<file path="src/hdl/wdf_pkg.sv">
// Purpose: Shared constants and carriers for the waveform dead-time extension
// Assumes: Byte-wide register port, one clock
// Notes:   Offsets are byte addresses of the plain register port
package wdf_pkg;
    localparam int          WDF_AW           = 4;
    localparam int          WDF_DW           = 8;
    localparam int          WDF_NCH          = 4;
    localparam int          WDF_NEV          = 8;
    localparam logic [3:0]  WDF_OFF_CTRL     = 4'h0;
    localparam logic [3:0]  WDF_OFF_MASK     = 4'h2;
    localparam logic [3:0]  WDF_OFF_FCTRL    = 4'h3;
    localparam logic [3:0]  WDF_OFF_STATUS   = 4'h4;
    localparam logic [3:0]  WDF_OFF_BOTH     = 4'h6;
    localparam logic [3:0]  WDF_OFF_BOTHBUF  = 4'h7;
    localparam logic [3:0]  WDF_OFF_LS       = 4'h8;
    localparam logic [3:0]  WDF_OFF_HS       = 4'h9;
    localparam logic [3:0]  WDF_OFF_LSBUF    = 4'ha;
    localparam logic [3:0]  WDF_OFF_HSBUF    = 4'hb;
    localparam logic [3:0]  WDF_OFF_OVR      = 4'hc;
    localparam logic [7:0]  WDF_CTRL_MASK    = 8'h3f;
    localparam logic [7:0]  WDF_FCTRL_MASK   = 8'h17;
    localparam logic [7:0]  WDF_ZERO8        = 8'h00;
    localparam logic [1:0]  WDF_ACT_NONE     = 2'h0;
    localparam logic [1:0]  WDF_ACT_TRISTATE = 2'h3;
    localparam int          WDF_BIT_PGM      = 5;
    localparam int          WDF_BIT_COMMON_CHANNEL_MODE_BIT     = 4;
    localparam int          WDF_BIT_DBD      = 4;
    localparam int          WDF_BIT_MODE     = 2;
    localparam int          WDF_BIT_FDF      = 2;
    localparam int          WDF_BIT_HSV      = 1;
    localparam int          WDF_BIT_LSV      = 0;

    typedef struct packed {
        logic [WDF_AW-1:0] addr;
        logic [WDF_DW-1:0] wdata;
        logic              wr;
        logic              rd;
    } wdf_bus_t;

    typedef struct packed {
        logic [WDF_DW-1:0] out_val;
        logic [WDF_DW-1:0] out_ovr;
        logic [WDF_DW-1:0] dir_clr;
    } wdf_port_t;
endpackage

</file>
<file path="src/hdl/wdf_top.sv">
// Purpose: Dead-time insertion, pattern mode and fault protection for a
//          four-channel timer, driving an eight-pin port
// Assumes: Timer waveforms, update and lock come from the same clock; events
//          and debug break arrive from pins and are synchronised here
//
// Strobed register access was chosen for this implementation.
`timescale 1ns/100ps
module wdf_top
    import wdf_pkg::*;
(
    // Clock and reset
    input  wire logic                  clock,
    input  wire logic                  rst_n,
    // Register port
    input  wire wdf_pkg::wdf_bus_t     bus,
    output logic [wdf_pkg::WDF_DW-1:0] rdata,
    // Timer side
    input  wire logic [3:0]            wave_in,
    input  wire logic                  timer_update,
    input  wire logic                  timer_lock_commit_flag,
    // Fault sources
    input  wire logic [7:0]            event_in,
    input  wire logic                  debug_break,
    // Port side
    output wdf_pkg::wdf_port_t         port
);
    import wdf_pkg::*;

    typedef enum logic {WDF_RUN, WDF_FAULT} wdf_state_t;

    logic [7:0]  ctrl_r, mask_r, fctrl_r, ls_r, hs_r, lsbuf_r, hsbuf_r, ovr_r;
    logic        fdf_r, lsv_r, hsv_r;
    logic [7:0]  ev_s1_r, ev_s2_r, ev_s3_r;
    logic        dbg_s1_r, dbg_s2_r, dbg_s3_r;
    logic [7:0]  ev_r;
    logic        dbg_r;
    wdf_state_t  state_r;
    logic [3:0]  wave_d_r;
    logic [7:0]  cnt_r [WDF_NCH];
    logic [7:0]  out_nxt;

    wire         prot_en  = fctrl_r[1:0] == WDF_ACT_TRISTATE;
    wire         dbg_flt  = dbg_r & ~fctrl_r[WDF_BIT_DBD];
    wire         fault_in = prot_en & ((|(ev_r & mask_r)) | dbg_flt);
    wire         commit   = timer_update & ~timer_lock_commit_flag;

    function automatic logic wr_at(input logic [3:0] off);
        wr_at = bus.wr && bus.addr == off;
    endfunction

    // Three stages; a change counts once stages two and three agree
    // Limitation: the sync stages add to the fault reaction time
    always_ff @(posedge clock or negedge rst_n)
    begin
        if (!rst_n)
        begin
            ev_s1_r  <= WDF_ZERO8;
            ev_s2_r  <= WDF_ZERO8;
            ev_s3_r  <= WDF_ZERO8;
            ev_r     <= WDF_ZERO8;
            dbg_s1_r <= 1'b0;
            dbg_s2_r <= 1'b0;
            dbg_s3_r <= 1'b0;
            dbg_r    <= 1'b0;
        end
        else
        begin
            ev_s1_r  <= event_in;
            ev_s2_r  <= ev_s1_r;
            ev_s3_r  <= ev_s2_r;
            dbg_s1_r <= debug_break;
            dbg_s2_r <= dbg_s1_r;
            dbg_s3_r <= dbg_s2_r;
            for (int i = 0; i < WDF_NEV; i++)
            begin
                if (ev_s2_r[i] == ev_s3_r[i])
                    ev_r[i] <= ev_s3_r[i];
            end
            if (dbg_s2_r == dbg_s3_r)
                dbg_r <= dbg_s3_r;
        end
    end

    // Control registers
    always_ff @(posedge clock or negedge rst_n)
    begin
        if (!rst_n)
        begin
            ctrl_r  <= WDF_ZERO8;
            mask_r  <= WDF_ZERO8;
            fctrl_r <= WDF_ZERO8;
            ovr_r   <= WDF_ZERO8;
        end
        else
        begin
            if (wr_at(WDF_OFF_CTRL))
                ctrl_r <= bus.wdata & WDF_CTRL_MASK;
            if (wr_at(WDF_OFF_MASK))
                mask_r <= bus.wdata;
            if (wr_at(WDF_OFF_FCTRL))
                fctrl_r <= bus.wdata & WDF_FCTRL_MASK;
            if (wr_at(WDF_OFF_OVR) && !fdf_r)
                ovr_r <= bus.wdata;
        end
    end

    // Fault flag: set wins over a write-one clear
    always_ff @(posedge clock or negedge rst_n)
    begin
        if (!rst_n)
            fdf_r <= 1'b0;
        else if (fault_in)
            fdf_r <= 1'b1;
        else if (wr_at(WDF_OFF_STATUS) && bus.wdata[WDF_BIT_FDF])
            fdf_r <= 1'b0;
    end

    // Gap values and their buffers; a direct write beats a commit
    always_ff @(posedge clock or negedge rst_n)
    begin
        if (!rst_n)
        begin
            ls_r    <= WDF_ZERO8;
            hs_r    <= WDF_ZERO8;
            lsbuf_r <= WDF_ZERO8;
            hsbuf_r <= WDF_ZERO8;
            lsv_r   <= 1'b0;
            hsv_r   <= 1'b0;
        end
        else
        begin
            if (commit && lsv_r)
                ls_r <= lsbuf_r;
            if (commit && hsv_r)
                hs_r <= hsbuf_r;
            if (wr_at(WDF_OFF_BOTH) || wr_at(WDF_OFF_LS))
                ls_r <= bus.wdata;
            if (wr_at(WDF_OFF_BOTH) || wr_at(WDF_OFF_HS))
                hs_r <= bus.wdata;
            if (commit)
            begin
                lsv_r <= 1'b0;
                hsv_r <= 1'b0;
            end
            if (wr_at(WDF_OFF_STATUS))
            begin
                if (bus.wdata[WDF_BIT_LSV])
                    lsv_r <= 1'b0;
                if (bus.wdata[WDF_BIT_HSV])
                    hsv_r <= 1'b0;
            end
            if (wr_at(WDF_OFF_BOTHBUF) || wr_at(WDF_OFF_LSBUF))
            begin
                lsbuf_r <= bus.wdata;
                lsv_r   <= 1'b1;
            end
            if (wr_at(WDF_OFF_BOTHBUF) || wr_at(WDF_OFF_HSBUF))
            begin
                hsbuf_r <= bus.wdata;
                hsv_r   <= 1'b1;
            end
        end
    end

    // Fault state machine
    // With protection on, restart waits for an update so the outputs resume in step
    always_ff @(posedge clock or negedge rst_n)
    begin
        if (!rst_n)
            state_r <= WDF_RUN;
        else
        begin
            case (state_r)
                WDF_RUN:
                    if (fault_in)
                        state_r <= WDF_FAULT;
                WDF_FAULT:
                    if (!prot_en)
                        state_r <= WDF_RUN;
                    else if (!fault_in && timer_update &&
                             (fctrl_r[WDF_BIT_MODE] || !fdf_r))
                        state_r <= WDF_RUN;
                default:
                    state_r <= WDF_RUN;
            endcase
        end
    end

    // Gap counters; common mode picks channel A for every generator
    always_ff @(posedge clock or negedge rst_n)
    begin
        if (!rst_n)
        begin
            wave_d_r <= 4'h0;
            for (int c = 0; c < WDF_NCH; c++)
                cnt_r[c] <= WDF_ZERO8;
        end
        else
        begin
            for (int c = 0; c < WDF_NCH; c++)
            begin
                logic w;
                w = ctrl_r[WDF_BIT_COMMON_CHANNEL_MODE_BIT] ? wave_in[0] : wave_in[c];
                wave_d_r[c] <= w;
                if (w && !wave_d_r[c])
                    cnt_r[c] <= ls_r;
                else if (!w && wave_d_r[c])
                    cnt_r[c] <= hs_r;
                else if (cnt_r[c] != WDF_ZERO8)
                    cnt_r[c] <= cnt_r[c] - 8'h01;
            end
        end
    end

    // Pin pair per channel: even low side, odd high side
    always_comb
    begin
        out_nxt = WDF_ZERO8;
        for (int c = 0; c < WDF_NCH; c++)
        begin
            logic w;
            w = ctrl_r[WDF_BIT_COMMON_CHANNEL_MODE_BIT] ? wave_in[0] : wave_in[c];
            if (!ctrl_r[c])
                out_nxt[2*c] = w;
            else if (cnt_r[c] == WDF_ZERO8 && w == wave_d_r[c])
            begin
                out_nxt[2*c]   = w;
                out_nxt[2*c+1] = ~w;
            end
        end
        if (ctrl_r[WDF_BIT_PGM])
            out_nxt = ls_r;
    end

    // Port outputs registered; fault direction clear in one edge after sync
    always_ff @(posedge clock or negedge rst_n)
    begin
        if (!rst_n)
        begin
            port  <= '0;
            rdata <= WDF_ZERO8;
        end
        else
        begin
            port.out_val <= out_nxt;
            port.out_ovr <= ctrl_r[WDF_BIT_PGM] ? (ovr_r & hs_r) : ovr_r;
            for (int c = 0; c < WDF_NCH; c++)
            begin
                logic hit;
                hit = ctrl_r[c] && (fault_in || state_r == WDF_FAULT);
                port.dir_clr[2*c]   <= hit;
                port.dir_clr[2*c+1] <= hit;
            end
            // Read data stand one cycle, zero otherwise
            rdata <= WDF_ZERO8;
            if (bus.rd)
            begin
                if (bus.addr == WDF_OFF_CTRL)
                    rdata <= ctrl_r;
                else if (bus.addr == WDF_OFF_MASK)
                    rdata <= mask_r;
                else if (bus.addr == WDF_OFF_FCTRL)
                    rdata <= fctrl_r;
                else if (bus.addr == WDF_OFF_STATUS)
                    rdata <= {5'h00, fdf_r, hsv_r, lsv_r};
                else if (bus.addr == WDF_OFF_BOTH || bus.addr == WDF_OFF_LS)
                    rdata <= ls_r;
                else if (bus.addr == WDF_OFF_BOTHBUF ||
                         bus.addr == WDF_OFF_LSBUF)
                    rdata <= lsbuf_r;
                else if (bus.addr == WDF_OFF_HS)
                    rdata <= hs_r;
                else if (bus.addr == WDF_OFF_HSBUF)
                    rdata <= hsbuf_r;
                else if (bus.addr == WDF_OFF_OVR)
                    rdata <= ovr_r;
                else
                    rdata <= WDF_ZERO8;
            end
        end
    end
endmodule

</file>
<file path="config.mk">
export PLATFORM = sky130hd
export DESIGN_NAME = wdf_top
export DESIGN_NICKNAME = d
export VERILOG_FILES = /design/src/hdl/wdf_pkg.sv /design/src/hdl/wdf_top.sv
export SDC_FILE = /design/constraint.sdc
export NUM_CORES = 1
export LEC_CHECK = 0
export ABC_AREA = 1
export BUFFER_PORTS_ARGS = -buffer_cell sky130_fd_sc_hd__buf_4
export CAP_MARGIN = 20
export CORE_MARGIN = 2
export CORE_UTILIZATION = 40
export DETAILED_ROUTE_END_ITERATION = 16
export PLACE_DENSITY_LB_ADDON = 0.1
export REMOVE_ABC_BUFFERS = 1
export SYNTH_ARGS = -nofsm -noshare
export SYNTH_HDL_FRONTEND = slang
export SYNTH_SLANG_ARGS = --single-unit
</file>
<file path="constraint.sdc">
create_clock -name clock -period 3.95 [get_ports clock]
set_input_delay 0.1975 -clock clock [delete_from_list [all_inputs] [get_ports clock]]
set_output_delay 0.1975 -clock clock [all_outputs]
set_load 0.05 [all_outputs]
</file>
# Word-level counts from Yosys, hierarchy flattened
# Index checks and enable logic that the tools add are counted.
[word_totals]
mem_bits_rw = 0
elab_cells = 202
reg_bits = 165
latch_bits = 0
romBits = 0
memories = 0
[op_classes]
reduce_logical = 68
n_addsub = 4
n_mul = 0
n_bitwise = 13
n_div = 0
shift = 0
eq_ne = 24
muxes = 57
n_lt_le_gt_ge = 0
[op_table]
columns = ["cell", "n"]
rows = [
  ["2-to-1 mux 8 bit", 28],
  ["logical AND 1 bit", 33],
  ["logical NOT 8 bit", 4],
  ["nonzero test 8 bit", 4],
  ["subtractor 8 x 1 -> 8 bit, second input constant", 4],
  ["2-to-1 mux 1 bit", 24],
  ["equality test 4 bit, second input constant", 5],
  ["AND 8 bit", 2],
  ["equality test 1 bit", 13],
  ["equality test 4 x 3 -> 1 bit, second input constant", 3],
  ["nonzero test 3 bit", 4],
  ["logical NOT 1 bit", 10],
  ["equality test 4 x 2 -> 1 bit, second input constant", 2],
  ["logical OR 1 bit", 8],
  ["2-to-1 mux 2 bit", 4],
  ["OR reduction 8 bit", 1],
  ["inverter 1 bit", 7],
  ["nonzero test 2 bit", 3],
  ["logical NOT 4 bit", 1],
  ["AND 1 bit", 3],
  ["equality test 2 bit, second input constant", 1],
  ["one-hot mux 1 bit (2 select lines)", 1],
  ["OR 1 bit", 1],
]

# Longest topological paths before layout
# Gate-level depths: netlist of the first run.
[depth]
ltp_word = 11
mapped_depth = 11
ltp_nobuf = 11

# Worst setup path after synthesis of the first run
# OpenSTA, ideal clock, no wires.
[synth_timing]
path_type = "register -> register"
start = "register ctrl_r[4]"
end = "register cnt_r[17] (netlist name)"
n_path_buf = 0
required_ns = 3.820
arrival_ns = 1.681
setup_ns = 0.130
path_stages_with_launch = 11
path_slack_ns = 2.139
cell_sequence = "dfrtp_1 -> nand2_1 -> inv_1 -> a21oi_1 -> inv_1 -> ha_1 -> nand2_1 -> nor2_1 -> inv_1 -> o211ai_1 -> o21ai_0"
[synth_between]
elab_chain_len = 5
word_cells_on_any_way = 7
classes_between = "3 x mux; 4 x reduce/logical"
[synth_lines]
columns = ["element", "line", "text"]
rows = [
  ["start: declaration", "wdf_top.sv:31", "logic [7:0] ctrl_r, mask_r, fctrl_r, ls_r, hs_r, lsbuf_r, hsbuf_r, ovr_r;"],
  ["start signal: assignment", "wdf_top.sv:97", "ctrl_r <= bus.wdata & WDF_CTRL_MASK;"],
  ["2-to-1 mux 1 bit (*)", "wdf_top.sv:203", "w = ctrl_r[WDF_BIT_COMMON_CHANNEL_MODE_BIT] ? wave_in[0] : wave_in[c];"],
  ["logical NOT 1 bit", "wdf_top.sv:207", "else if (!w && wave_d_r[c])"],
  ["logical AND 1 bit", "wdf_top.sv:207", ""],
  ["2-to-1 mux 8 bit", "wdf_top.sv:207", ""],
  ["2-to-1 mux 8 bit", "wdf_top.sv:205", "if (w && !wave_d_r[c])"],
  ["end signal: indexed assignment", "wdf_top.sv:206", "cnt_r[c] <= ls_r;"],
  ["end signal: indexed assignment", "wdf_top.sv:208", "cnt_r[c] <= hs_r;"],
  ["end signal: indexed assignment", "wdf_top.sv:210", "cnt_r[c] <= cnt_r[c] - 8'h01;"],
  ["end: declaration", "wdf_top.sv:39", "logic [7:0] cnt_r [WDF_NCH];"],
]
# Mark *: on every way between the ends. The rest lies on a longest branch, timed or not.
# A chain may end at the register's enable or synchronous reset.

# Worst setup path after layout of the first run
[layout_timing]
start = "input port wave_in[0]"
end = "register cnt_r[17] (netlist name)"
[layout_between]
elab_chain_len = 5
word_cells_on_any_way = 7
classes_between = "3 x mux; 4 x reduce/logical"
[layout_lines]
columns = ["element", "line", "text"]
rows = [
  ["start: declaration", "wdf_top.sv:18", "input wire logic [3:0] wave_in,"],
  ["2-to-1 mux 1 bit (*)", "wdf_top.sv:203", ""],
  ["logical NOT 1 bit", "wdf_top.sv:207", ""],
  ["logical AND 1 bit", "wdf_top.sv:207", ""],
  ["2-to-1 mux 8 bit", "wdf_top.sv:207", ""],
  ["2-to-1 mux 8 bit", "wdf_top.sv:205", ""],
]
# Marked as above.

==> metrics.md, run 1 <==
| Metric | Value |
|---|---|
| Run status | `complete, no violations` |
| Top reg by flops | `cnt_r` |
| Synthesis Warnings | `0` |
| Number of hold buffers added after cts | `11` |
| Deepest clock path buffer count | `2` |
| Post-cts sizing count | `0` |
| Starting density of the core | `0.411` |
| Placed cell area | `8080 sq um` |
| Vias in the first global route | `5844` |
| Clk_skew | `0.00880 ns` |
| Crit start category | `input pin` |
| Final WS setup | `1.73 ns` |
| Post-Synthesis Cells | `810` |
| WL final | `20400 um` |
| Dpl cells | `1080` |
| FF/Latch Area | `4050 sq um` |
| CP top delay family | `buffers and inverters` |
| Cell Rows | `49` |
| Worst-Margin Slew | `0.967 ns` |
| Total gr overflow | `0` |
| Ys async rst share | `1.00` |
| Leakage | `4.27 nW` |
| Gr usage total | `0.215` |
| Routability congestion estimate | `0.893` |
| Syn avg cell area | `9.20 sq um` |
| Final Hold Vio Count | `0` |
| Slowest cell delay on critical path | `0.53 ns` |
| Total power draw | `5.65 mW` |
| Die Ht | `140 um` |
| Rel. slew slack | `0.355` |
| Max Fclk | `451 MHz` |
| Vias/cell | `5.38` |
| Synth area leaders | `dfrtp_1, nand2_1, o21ai_0` |
| Pwr/cell area | `640 nW/um^2` |
| Largest regs | `cnt_r x32, port x20` |
| Area of the multi-input gates | `2870 sq um` |
| Final setup viols | `0` |
| Final Cycle Share | `0.561` |
| Minimum clock period | `2.22 ns` |
| Critical Path RT | `4.26 ns` |
| TritonCTS clock tree | `built` |
| Clock Latency Late Sink | `0.43 ns` |
| Worst path slowest cell | `dlygate4sd3_1` |
| DP Wirelength | `14600 um` |
| Share of cells above drive strength 1 | `0.138` |
| Sink Count | `162` |
| First-pass GRT wire length | `32300 um` |
| Number of H-tree levels | `4` |
| Non-Filler Instances | `1123` |
| Count of flip-flops with a built-in enable after synthesis | `0` |
| WP data arrival | `2.52 ns` |
| Cell area after synthesis | `7450 sq um` |
| Inserted Clock Buffers | `17` |
| Max-cap violations | `0` |
| Pre-CTS setup slack | `1.82 ns` |
| N_diodes | `0` |
| DRC violations left | `0` |
| Post-CTS setup buffers | `0` |
| Worst Path Buf+Inv | `5` |
| CTS clk-pin slew, worst paths | `0.06 ns` |
| Post-route cell area | `8830 sq um` |
| Iteration-0 DRC Markers | `554` |
| Die X | `140 um` |
| Flops & latches, synth | `162` |
| Antenna viol nets, final | `0` |
| Root Driver | `clkbuf_16` |
| Commonest cells in the netlist | `dfrtp_1, nand2_1, inv_1` |
| Utilization after layout | `0.486` |
| Area Growth Syn to Fin | `18.5%` |
| # fillers | `1765` |
| Number of flip-flops in the largest register | `32` |
| Final Max Slew Viols | `0` |
| Final hold slack | `0.0504 ns` |
| Pre-antenna DRT Iters | `5` |
| Worst path cell trace | `dlygate4sd3_1 -> buf_4 -> nand2_1 -> inv_1 -> a21oi_1 -> inv_1 -> ha_1 -> nand2_1 -> nor2_1 -> inv_1 -> o211ai_1 -> o21ai_0` |
| Ys flop type | `dfrtp_1` |
| IO Pins | `63` |
| Initial antenna violation count | `0` |
| Top cell type's share of synthesized area | `0.544` |
| CP Max Fanout | `8` |
| Total number of vias | `6037` |
| Worst vdd ir | `337 uV` |
| RSZ-0062 raised after global routing | `false` |
| Number of port buffers | `62` |
| Post-synth top area cell | `dfrtp_1` |
| Die area | `19700 sq um` |
| Hold crit path type | `in -> reg` |
| CP endpoint kind | `flop` |
| Post-synth cell types | `42` |
| Routed length per placed instance | `18.1 um` |
| Most common cell in the netlist | `dfrtp_1` |
| CP dominant cell by count | `inv_1` |
| TNS Setup | `0 ns` |
| Seq/Total Area, Yosys | `0.544` |
| Pin count of the biggest net entering global routing | `103` |
| Final #Nets | `924` |
| Core region area | `18100 sq um` |
| WS Path Type | `in -> reg` |
[placed cells by master (no fill, tap or decap), types with 5 or more instances in the layout]
cell	instances
buf_4	64
clkinv_4	5
inv_2	5
o21ai_0	79
a21oi_1	70
nand3_1	46
ha_1	12
dfrtp_1	162
nand2_4	7
maj3_1	9
o211ai_1	17
nor2_1	34
a21boi_0	8
nand2_1	157
dlygate4sd3_1	11
o221ai_1	15
xor2_1	5
o21ai_1	18
inv_1	94
nand4_1	6
clkbuf_16	17
[kinds of logic (layout without fill, tap and decap cells)]
kind of cell	count (synthesis)	in the layout	synth area share
DFF	162	162	0.544
buffers and inverters	123	207	0.0707
adders and majority gates	21	21	0.0322
AOI/OAI and AO/OA	230	230	0.180
and+or+nand+nor	265	265	0.163
xor gates and xnor gates	9	9	0.0106
[layout make-up]
class / instances / area share
Sequential cell: 162 / 0.459
Multi-Input combinational cell: 525 / 0.325
Timing Repair Buffer: 76 / 0.0682
Clock buffer: 18 / 0.0498
Inverter: 99 / 0.0421
Tap cell: 229 / 0.0325
Clock inverter: 14 / 0.0230
[layer usage]
metal / share of wire / track usage / vias to the layer above
li1: - / - / 2878
met1: 0.45 / 0.298 / 2940
met2: 0.47 / 0.338 / 176
met3: 0.046 / 0.0325 / 43
met4: 0.031 / 0.0947 / 0
met5: 0 / 0 / -
[report_power, final]
part	internal [mW]	total, mW	switching, mW
sequential	2.04	2.38	0.339
clock	1.08	1.78	0.698
combinational	0.530	1.49	0.961
total	3.65	5.65	2.00
[final timing paths]
kind,from,to,slack [ns],cells past startpoint
worst max-delay path,wave_in[0],cnt_r[17],1.73,12
worst min register to register,ev_s1_r[1],ev_s2_r[1],0.35,0
min in group asynchronous,rst_n,port[14],0.42,2
max in group asynchronous,rst_n,cnt_r[0],2.54,3
worst max register to register,ctrl_r[4],cnt_r[17],1.79,10
worst min-delay path,bus[0],rdata[3],0.05,3
[worst min-delay path, delay by kind of cell]
| family | cells | cell delay (ns) |
|---|---|---|
| buf+inv | 1 | 0.12 |
| compound gates | 2 | 0.12 |
Note: power is estimated with default switching activity, not from simulation.
==> run 2: changes to the inputs <==
--- a/config.mk
+++ b/config.mk
@@ -5,7 +5,7 @@
 export SDC_FILE = /design/constraint.sdc
 export NUM_CORES = 1
 export LEC_CHECK = 0
-export ABC_AREA = 1
+export ABC_AREA = 0
 export BUFFER_PORTS_ARGS = -buffer_cell sky130_fd_sc_hd__buf_4
 export CAP_MARGIN = 20
 export CORE_MARGIN = 2
==> constraint.sdc (replaced) <==
create_clock -name clock -period 2 [get_ports clock]
set_input_delay 0.1 -clock clock [delete_from_list [all_inputs] [get_ports clock]]
set_output_delay 0.1 -clock clock [all_outputs]
set_load 0.05 [all_outputs]
==> run 2 against run 1 <==
Sequential cell count stayed put; global-route usage is 1.3 points higher; worst setup slack worse by 1.6 ns; via count is 2.1% higher; worst hold slack worse by 0.024 ns; clock power is 87% higher; critical path depth is 7 lower; core utilization is 0.68 points higher.
==> metrics.md, run 2 <==
| Metric | Value |
|---|---|
| Final setup viols | `0` |
| Worst-Margin Slew | `0.563 ns` |
| DRC violations left | `0` |
| Final hold slack | `0.0262 ns` |
| Post-synth cell types | `68` |
| Starting density of the core | `0.405` |
| Post-Synthesis Cells | `757` |
| Syn avg cell area | `10.3 sq um` |
| Worst vdd ir | `600 uV` |
| Antenna viol nets, final | `0` |
| Vias/cell | `5.48` |
| Seq/Total Area, Yosys | `0.518` |
| N_diodes | `0` |
| CP Max Fanout | `8` |
| TNS Setup | `0 ns` |
| Top cell type's share of synthesized area | `0.518` |
| Run status | `complete, no violations` |
| Top reg by flops | `cnt_r` |
| Number of H-tree levels | `4` |
| Area Growth Syn to Fin | `21.8%` |
| Critical Path RT | `2.31 ns` |
| WS Path Type | `reg -> reg` |
| Routability congestion estimate | `0.907` |
| WP data arrival | `2.18 ns` |
| Pwr/cell area | `1270 nW/um^2` |
| TritonCTS clock tree | `built` |
| Final Cycle Share | `0.936` |
| IO Pins | `63` |
| Die area | `20700 sq um` |
| Non-Filler Instances | `1126` |
| Final Hold Vio Count | `0` |
| Deepest clock path buffer count | `2` |
| Inserted Clock Buffers | `17` |
| Commonest cells in the netlist | `dfrtp_1, nand2_1, a21oi_1` |
| WL final | `22500 um` |
| Clk_skew | `0.0117 ns` |
| Cell Rows | `51` |
| CTS clk-pin slew, worst paths | `0.07 ns` |
| Pin count of the biggest net entering global routing | `50` |
| Die Ht | `144 um` |
| Rel. slew slack | `0.624` |
| Routed length per placed instance | `20.0 um` |
| Pre-antenna DRT Iters | `4` |
| Final WS setup | `0.128 ns` |
| First-pass GRT wire length | `35600 um` |
| Iteration-0 DRC Markers | `489` |
| Most common cell in the netlist | `dfrtp_1` |
| Leakage | `4.30 nW` |
| Number of port buffers | `62` |
| Max-cap violations | `0` |
| Max Fclk | `534 MHz` |
| Total number of vias | `6166` |
| Die X | `144 um` |
| Flops & latches, synth | `162` |
| Minimum clock period | `1.87 ns` |
| Dpl cells | `1075` |
| CP endpoint kind | `flop` |
| Ys async rst share | `1.00` |
| Synth area leaders | `dfrtp_1, mux2_2, a21oi_1` |
| Post-synth top area cell | `dfrtp_1` |
| Pre-CTS setup slack | `0.0715 ns` |
| Vias in the first global route | `6263` |
| Post-route cell area | `9540 sq um` |
| Most frequent cells in the layout | `dfrtp_1, buf_4, nand2_1, a21oi_1, o21ai_0` |
| Ys flop type | `dfrtp_1` |
| RSZ-0062 raised after global routing | `false` |
| Number of flip-flops in the largest register | `32` |
| Total gr overflow | `0` |
| Cell area after synthesis | `7830 sq um` |
| Crit start category | `flop` |
| Clock Latency Late Sink | `0.43 ns` |
| Core region area | `19300 sq um` |
| Sink Count | `162` |
| Initial antenna violation count | `1` |
| Root Driver | `clkbuf_16` |
| Final #Nets | `891` |
| DP Wirelength | `16100 um` |
| Hold crit path type | `in -> reg` |
| Share of cells above drive strength 1 | `0.225` |
| Placed cell area | `8710 sq um` |
| Largest regs | `cnt_r x32, port x20` |
| Count of flip-flops with a built-in enable after synthesis | `0` |
| Gr usage total | `0.229` |
| Most common cell after layout, fill and taps aside | `dfrtp_1` |
| Synthesis Warnings | `0` |
| Final Max Slew Viols | `0` |
[run 2: power breakdown]
group / leakage [nW] / internal (mW) / switching (mW)
sequential: 1.96 / 4.15 / 0.974
clock: 0.295 / 1.91 / 1.42
combinational: 2.05 / 1.55 / 2.14
total: 4.30 / 7.61 / 4.54
[run 2: cells by family (layout without fill, tap and decap cells)]
logic type | Yosys count | count (layout) | synth area share
and+or+nand+nor | 177 | 177 | 0.118
AOI/OAI and AO/OA | 220 | 220 | 0.170
adders and majority gates | 21 | 21 | 0.0307
muxes | 64 | 64 | 0.0886
DFF | 162 | 162 | 0.518
xor gates and xnor gates | 21 | 21 | 0.0235
buffers and inverters | 92 | 196 | 0.0512
[run 2: cell type report]
| cell class | count | area (sq um) |
|---|---|---|
| flip-flops and latches | 162 | 4050 |
| multi-input cells | 503 | 3400 |
| inverters | 45 | 171 |
| well taps | 265 | 332 |
| repair buffers | 119 | 973 |
| clock inverters | 14 | 163 |
| clock buffers | 18 | 439 |
| fillers | 1814 | 9800 |
[run 2: what timing repair did]
item | CTS | global route
buffers inserted | 0 | 0
resized for setup | 0 | 10
setup endpoints to repair | 0 | 16
endpoints found under the hold margin | 103 | 1
hold buffers | 18 | 1
[run 2: routing by layer]
layer  vias up  routed length, um  GRT usage
met5         -                  0          0
met4         0                588     0.0748
met3        38                900     0.0467
met2       163              10900      0.377
met1      3105              10200      0.302
li1       2860                  -          -
[run 2: worst max-delay path: stages, from the launching register on]
cell and delay (ns):
dfrtp_1 0.44, mux2i_1 0.28, inv_1 0.10, ha_1 0.28
and4b_2 0.30, a2111oi_1 0.36
[run 2: per-stage QoR]
step	power (mW)	utilization
global route	12.8	0.493
CTS	12.2	0.491
detailed placement	8.77	0.450
floorplan	7.21	-
global placement	8.68	0.450
finish	12.1	0.493
[run 2: final timing paths]
path	slack, ns	to	cells after the start	startpoint
max in group asynchronous	1.17	ev_s1_r[0]	3	rst_n
max reg2reg	0.13	cnt_r[14]	5	ctrl_r[4]
min reg2reg	0.35	ev_s2_r[2]	0	ev_s1_r[2]
max	0.13	cnt_r[14]	5	ctrl_r[4]
min in group asynchronous	0.17	port[5]	2	rst_n
min	0.03	hs_r[1]	3	bus[3]
==> run 3: changes to the inputs <==
--- a/config.mk
+++ b/config.mk
@@ -8,6 +8,7 @@
 export ABC_AREA = 0
 export BUFFER_PORTS_ARGS = -buffer_cell sky130_fd_sc_hd__buf_4
 export CAP_MARGIN = 20
+export CORE_ASPECT_RATIO = 0.75
 export CORE_MARGIN = 2
 export CORE_UTILIZATION = 40
 export DETAILED_ROUTE_END_ITERATION = 16
==> run 3 against run 2 <==
Maximum frequency decreased by 1.1%; largest cell class unchanged; non-clock buffer count increased by 2; sequential share of layout area decreased by 0.11 points; count of clock-buffer cells in the layout decreased by 1; die area about the same; critical path depth increased by 4; worst setup slack got worse by 0.022 ns; via count increased by 2.0%; cell count decreased by 0.89%; combinational power increased by 3%; critical path type unchanged.
==> metrics.md, run 3 (synthesized netlist as in run 2, its figures left out) <==
| Metric | Value |
|---|---|
| CP Max Fanout | `4` |
| DRC violations left | `0` |
| Critical Path RT | `2.35 ns` |
| Leakage | `4.30 nW` |
| Total gr overflow | `0` |
| Pin count of the biggest net entering global routing | `54` |
| Hold crit path type | `in -> reg` |
| WL final | `22800 um` |
| IO Pins | `63` |
| Number of port buffers | `62` |
| Final hold slack | `0.0167 ns` |
| Clock Latency Late Sink | `0.44 ns` |
| Die X | `166 um` |
| Core region area | `19300 sq um` |
| Worst vdd ir | `800 uV` |
| CP endpoint kind | `flop` |
| Rel. slew slack | `0.636` |
| Antenna viol nets, final | `0` |
| Starting density of the core | `0.406` |
| Routed length per placed instance | `20.4 um` |
| Routability congestion estimate | `0.872` |
| Hold Crit Depth | `3` |
| Max Fclk | `528 MHz` |
| Clk_skew | `0.0148 ns` |
| Iteration-0 DRC Markers | `612` |
| Gr usage total | `0.227` |
| R2R depth | `9` |
| Pre-antenna DRT Iters | `5` |
| Final Max Slew Viols | `0` |
| Area Growth Syn to Fin | `22.2%` |
| Inserted Clock Buffers | `17` |
| Final #Nets | `893` |
| Sink Count | `162` |
| Vias/cell | `5.64` |
| FF/Latch Area | `4060 sq um` |
| TritonCTS clock tree | `built` |
| Share of cells above drive strength 1 | `0.233` |
| Number of H-tree levels | `4` |
| TNS Setup | `0 ns` |
| DP Wirelength | `16100 um` |
| Minimum clock period | `1.89 ns` |
| Total number of vias | `6289` |
| Deepest clock path buffer count | `2` |
| First-pass GRT wire length | `35200 um` |
| Final Hold Vio Count | `0` |
| WS Path Type | `reg -> reg` |
| Crit start category | `flop` |
| Initial antenna violation count | `0` |
| Final setup viols | `0` |
| WP data arrival | `2.24 ns` |
| Number of flip-flops in the largest register | `32` |
| Root Driver | `clkbuf_16` |
| Largest regs | `cnt_r x32, port x20` |
| # fillers | `1749` |
| Most common cell after layout, fill and taps aside | `dfrtp_1` |
| Top reg by flops | `cnt_r` |
| R2r setup slk | `0.11 ns` |
| Final Cycle Share | `0.947` |
| Max-cap violations | `0` |
| Run status | `complete, no violations` |
| Die Ht | `125 um` |
| Area of the multi-input gates | `3420 sq um` |
| Die area | `20700 sq um` |
| Worst-Margin Slew | `0.545 ns` |
| Pwr/cell area | `1270 nW/um^2` |
| CTS clk-pin slew, worst paths | `0.07 ns` |
| Vias in the first global route | `6066` |
| Cell Rows | `44` |
| N_diodes | `0` |
| Most frequent cells in the layout | `dfrtp_1, buf_4, nand2_1, a21oi_1, o21ai_0` |
-- run 3: cell count changes in the layout (fill, tap and decap cells not counted), moves of 2 or more --
cell       before  now
inv_8           1    7
inv_6           7    2
and4b_2         2    0
buf_12          2    4
bufinv_16       2    0
clkinv_8        0    2
ha_1           11    9
ha_2            1    3
-- run 3: final timing paths --
kind | from | to
min in group asynchronous | rst_n | port[8]
hold reg to reg | ev_s1_r[3] | ev_s2_r[3]
hold / removal | bus[4] | hs_r[2]
max in group asynchronous | rst_n | cnt_r[11]
setup / recovery | cnt_r[16] | port[19]
setup reg to reg | cnt_r[16] | port[19]
-- run 3: worst max-delay path: stages, from the launching register on --
cell and delay [ns]:
dfrtp_1 0.42, inv_1 0.10, ha_2 0.20, nor3b_4 0.23, nand2_2 0.11, nor4b_2 0.26, buf_4 0.17, buf_4 0.10
nand3_1 0.06, o21ai_0 0.16
-- run 3: power by group --
part | switching, mW | leakage, nW | internal, mW | total, mW
clock | 1.59 | 0.283 | 1.68 | 3.26
combinational | 2.21 | 2.06 | 1.59 | 3.80
sequential | 0.938 | 1.96 | 4.15 | 5.09
-- run 3: area by class of cell --
class	instances	area share
inverters	45	0.0179
clock inverters	15	0.0169
multi-input cells	503	0.358
well taps	253	0.0331
flip-flops and latches	162	0.424
repair buffers	121	0.106
clock buffers	17	0.0445
-- run 3: routing by layer --
metal	wire (um)	vias up	GRT usage
li1	-	2865	-
met1	11100	3170	0.352
met2	9840	224	0.321
met3	1420	30	0.0441
met4	378	0	0.0639
met5	0	-	0
-- run 3: timing repair --
action / in CTS / in global routing
setup endpoints to repair: 1 / 20
hold endpoints to repair: 166 / 0
pin swaps: 0 / 1
gates resized for setup: 1 / 15
cloned: 0 / 0
hold buffers: 19 / 0
setup buffers: 0 / 4
-- run 3: metrics by stage --
| step | setup WS [ns] | instances | cell area (sq um) | power, mW | utilization |
|---|---|---|---|---|---|
| 6_report | 0.107 | 1116 | 9560 | 12.2 | 0.496 |
| 2_1_floorplan | -0.00724 | 710 | 7600 | 7.21 | - |
| 3_3_place_gp | 0.117 | 1061 | 8690 | 8.69 | 0.451 |
| 4_1_cts | 0.000602 | 1112 | 9470 | 12.1 | 0.492 |
| 3_5_place_dp | 0.00842 | 1061 | 8690 | 8.78 | 0.451 |
| 5_1_grt | -0.0322 | 1116 | 9560 | 12.8 | 0.496 |
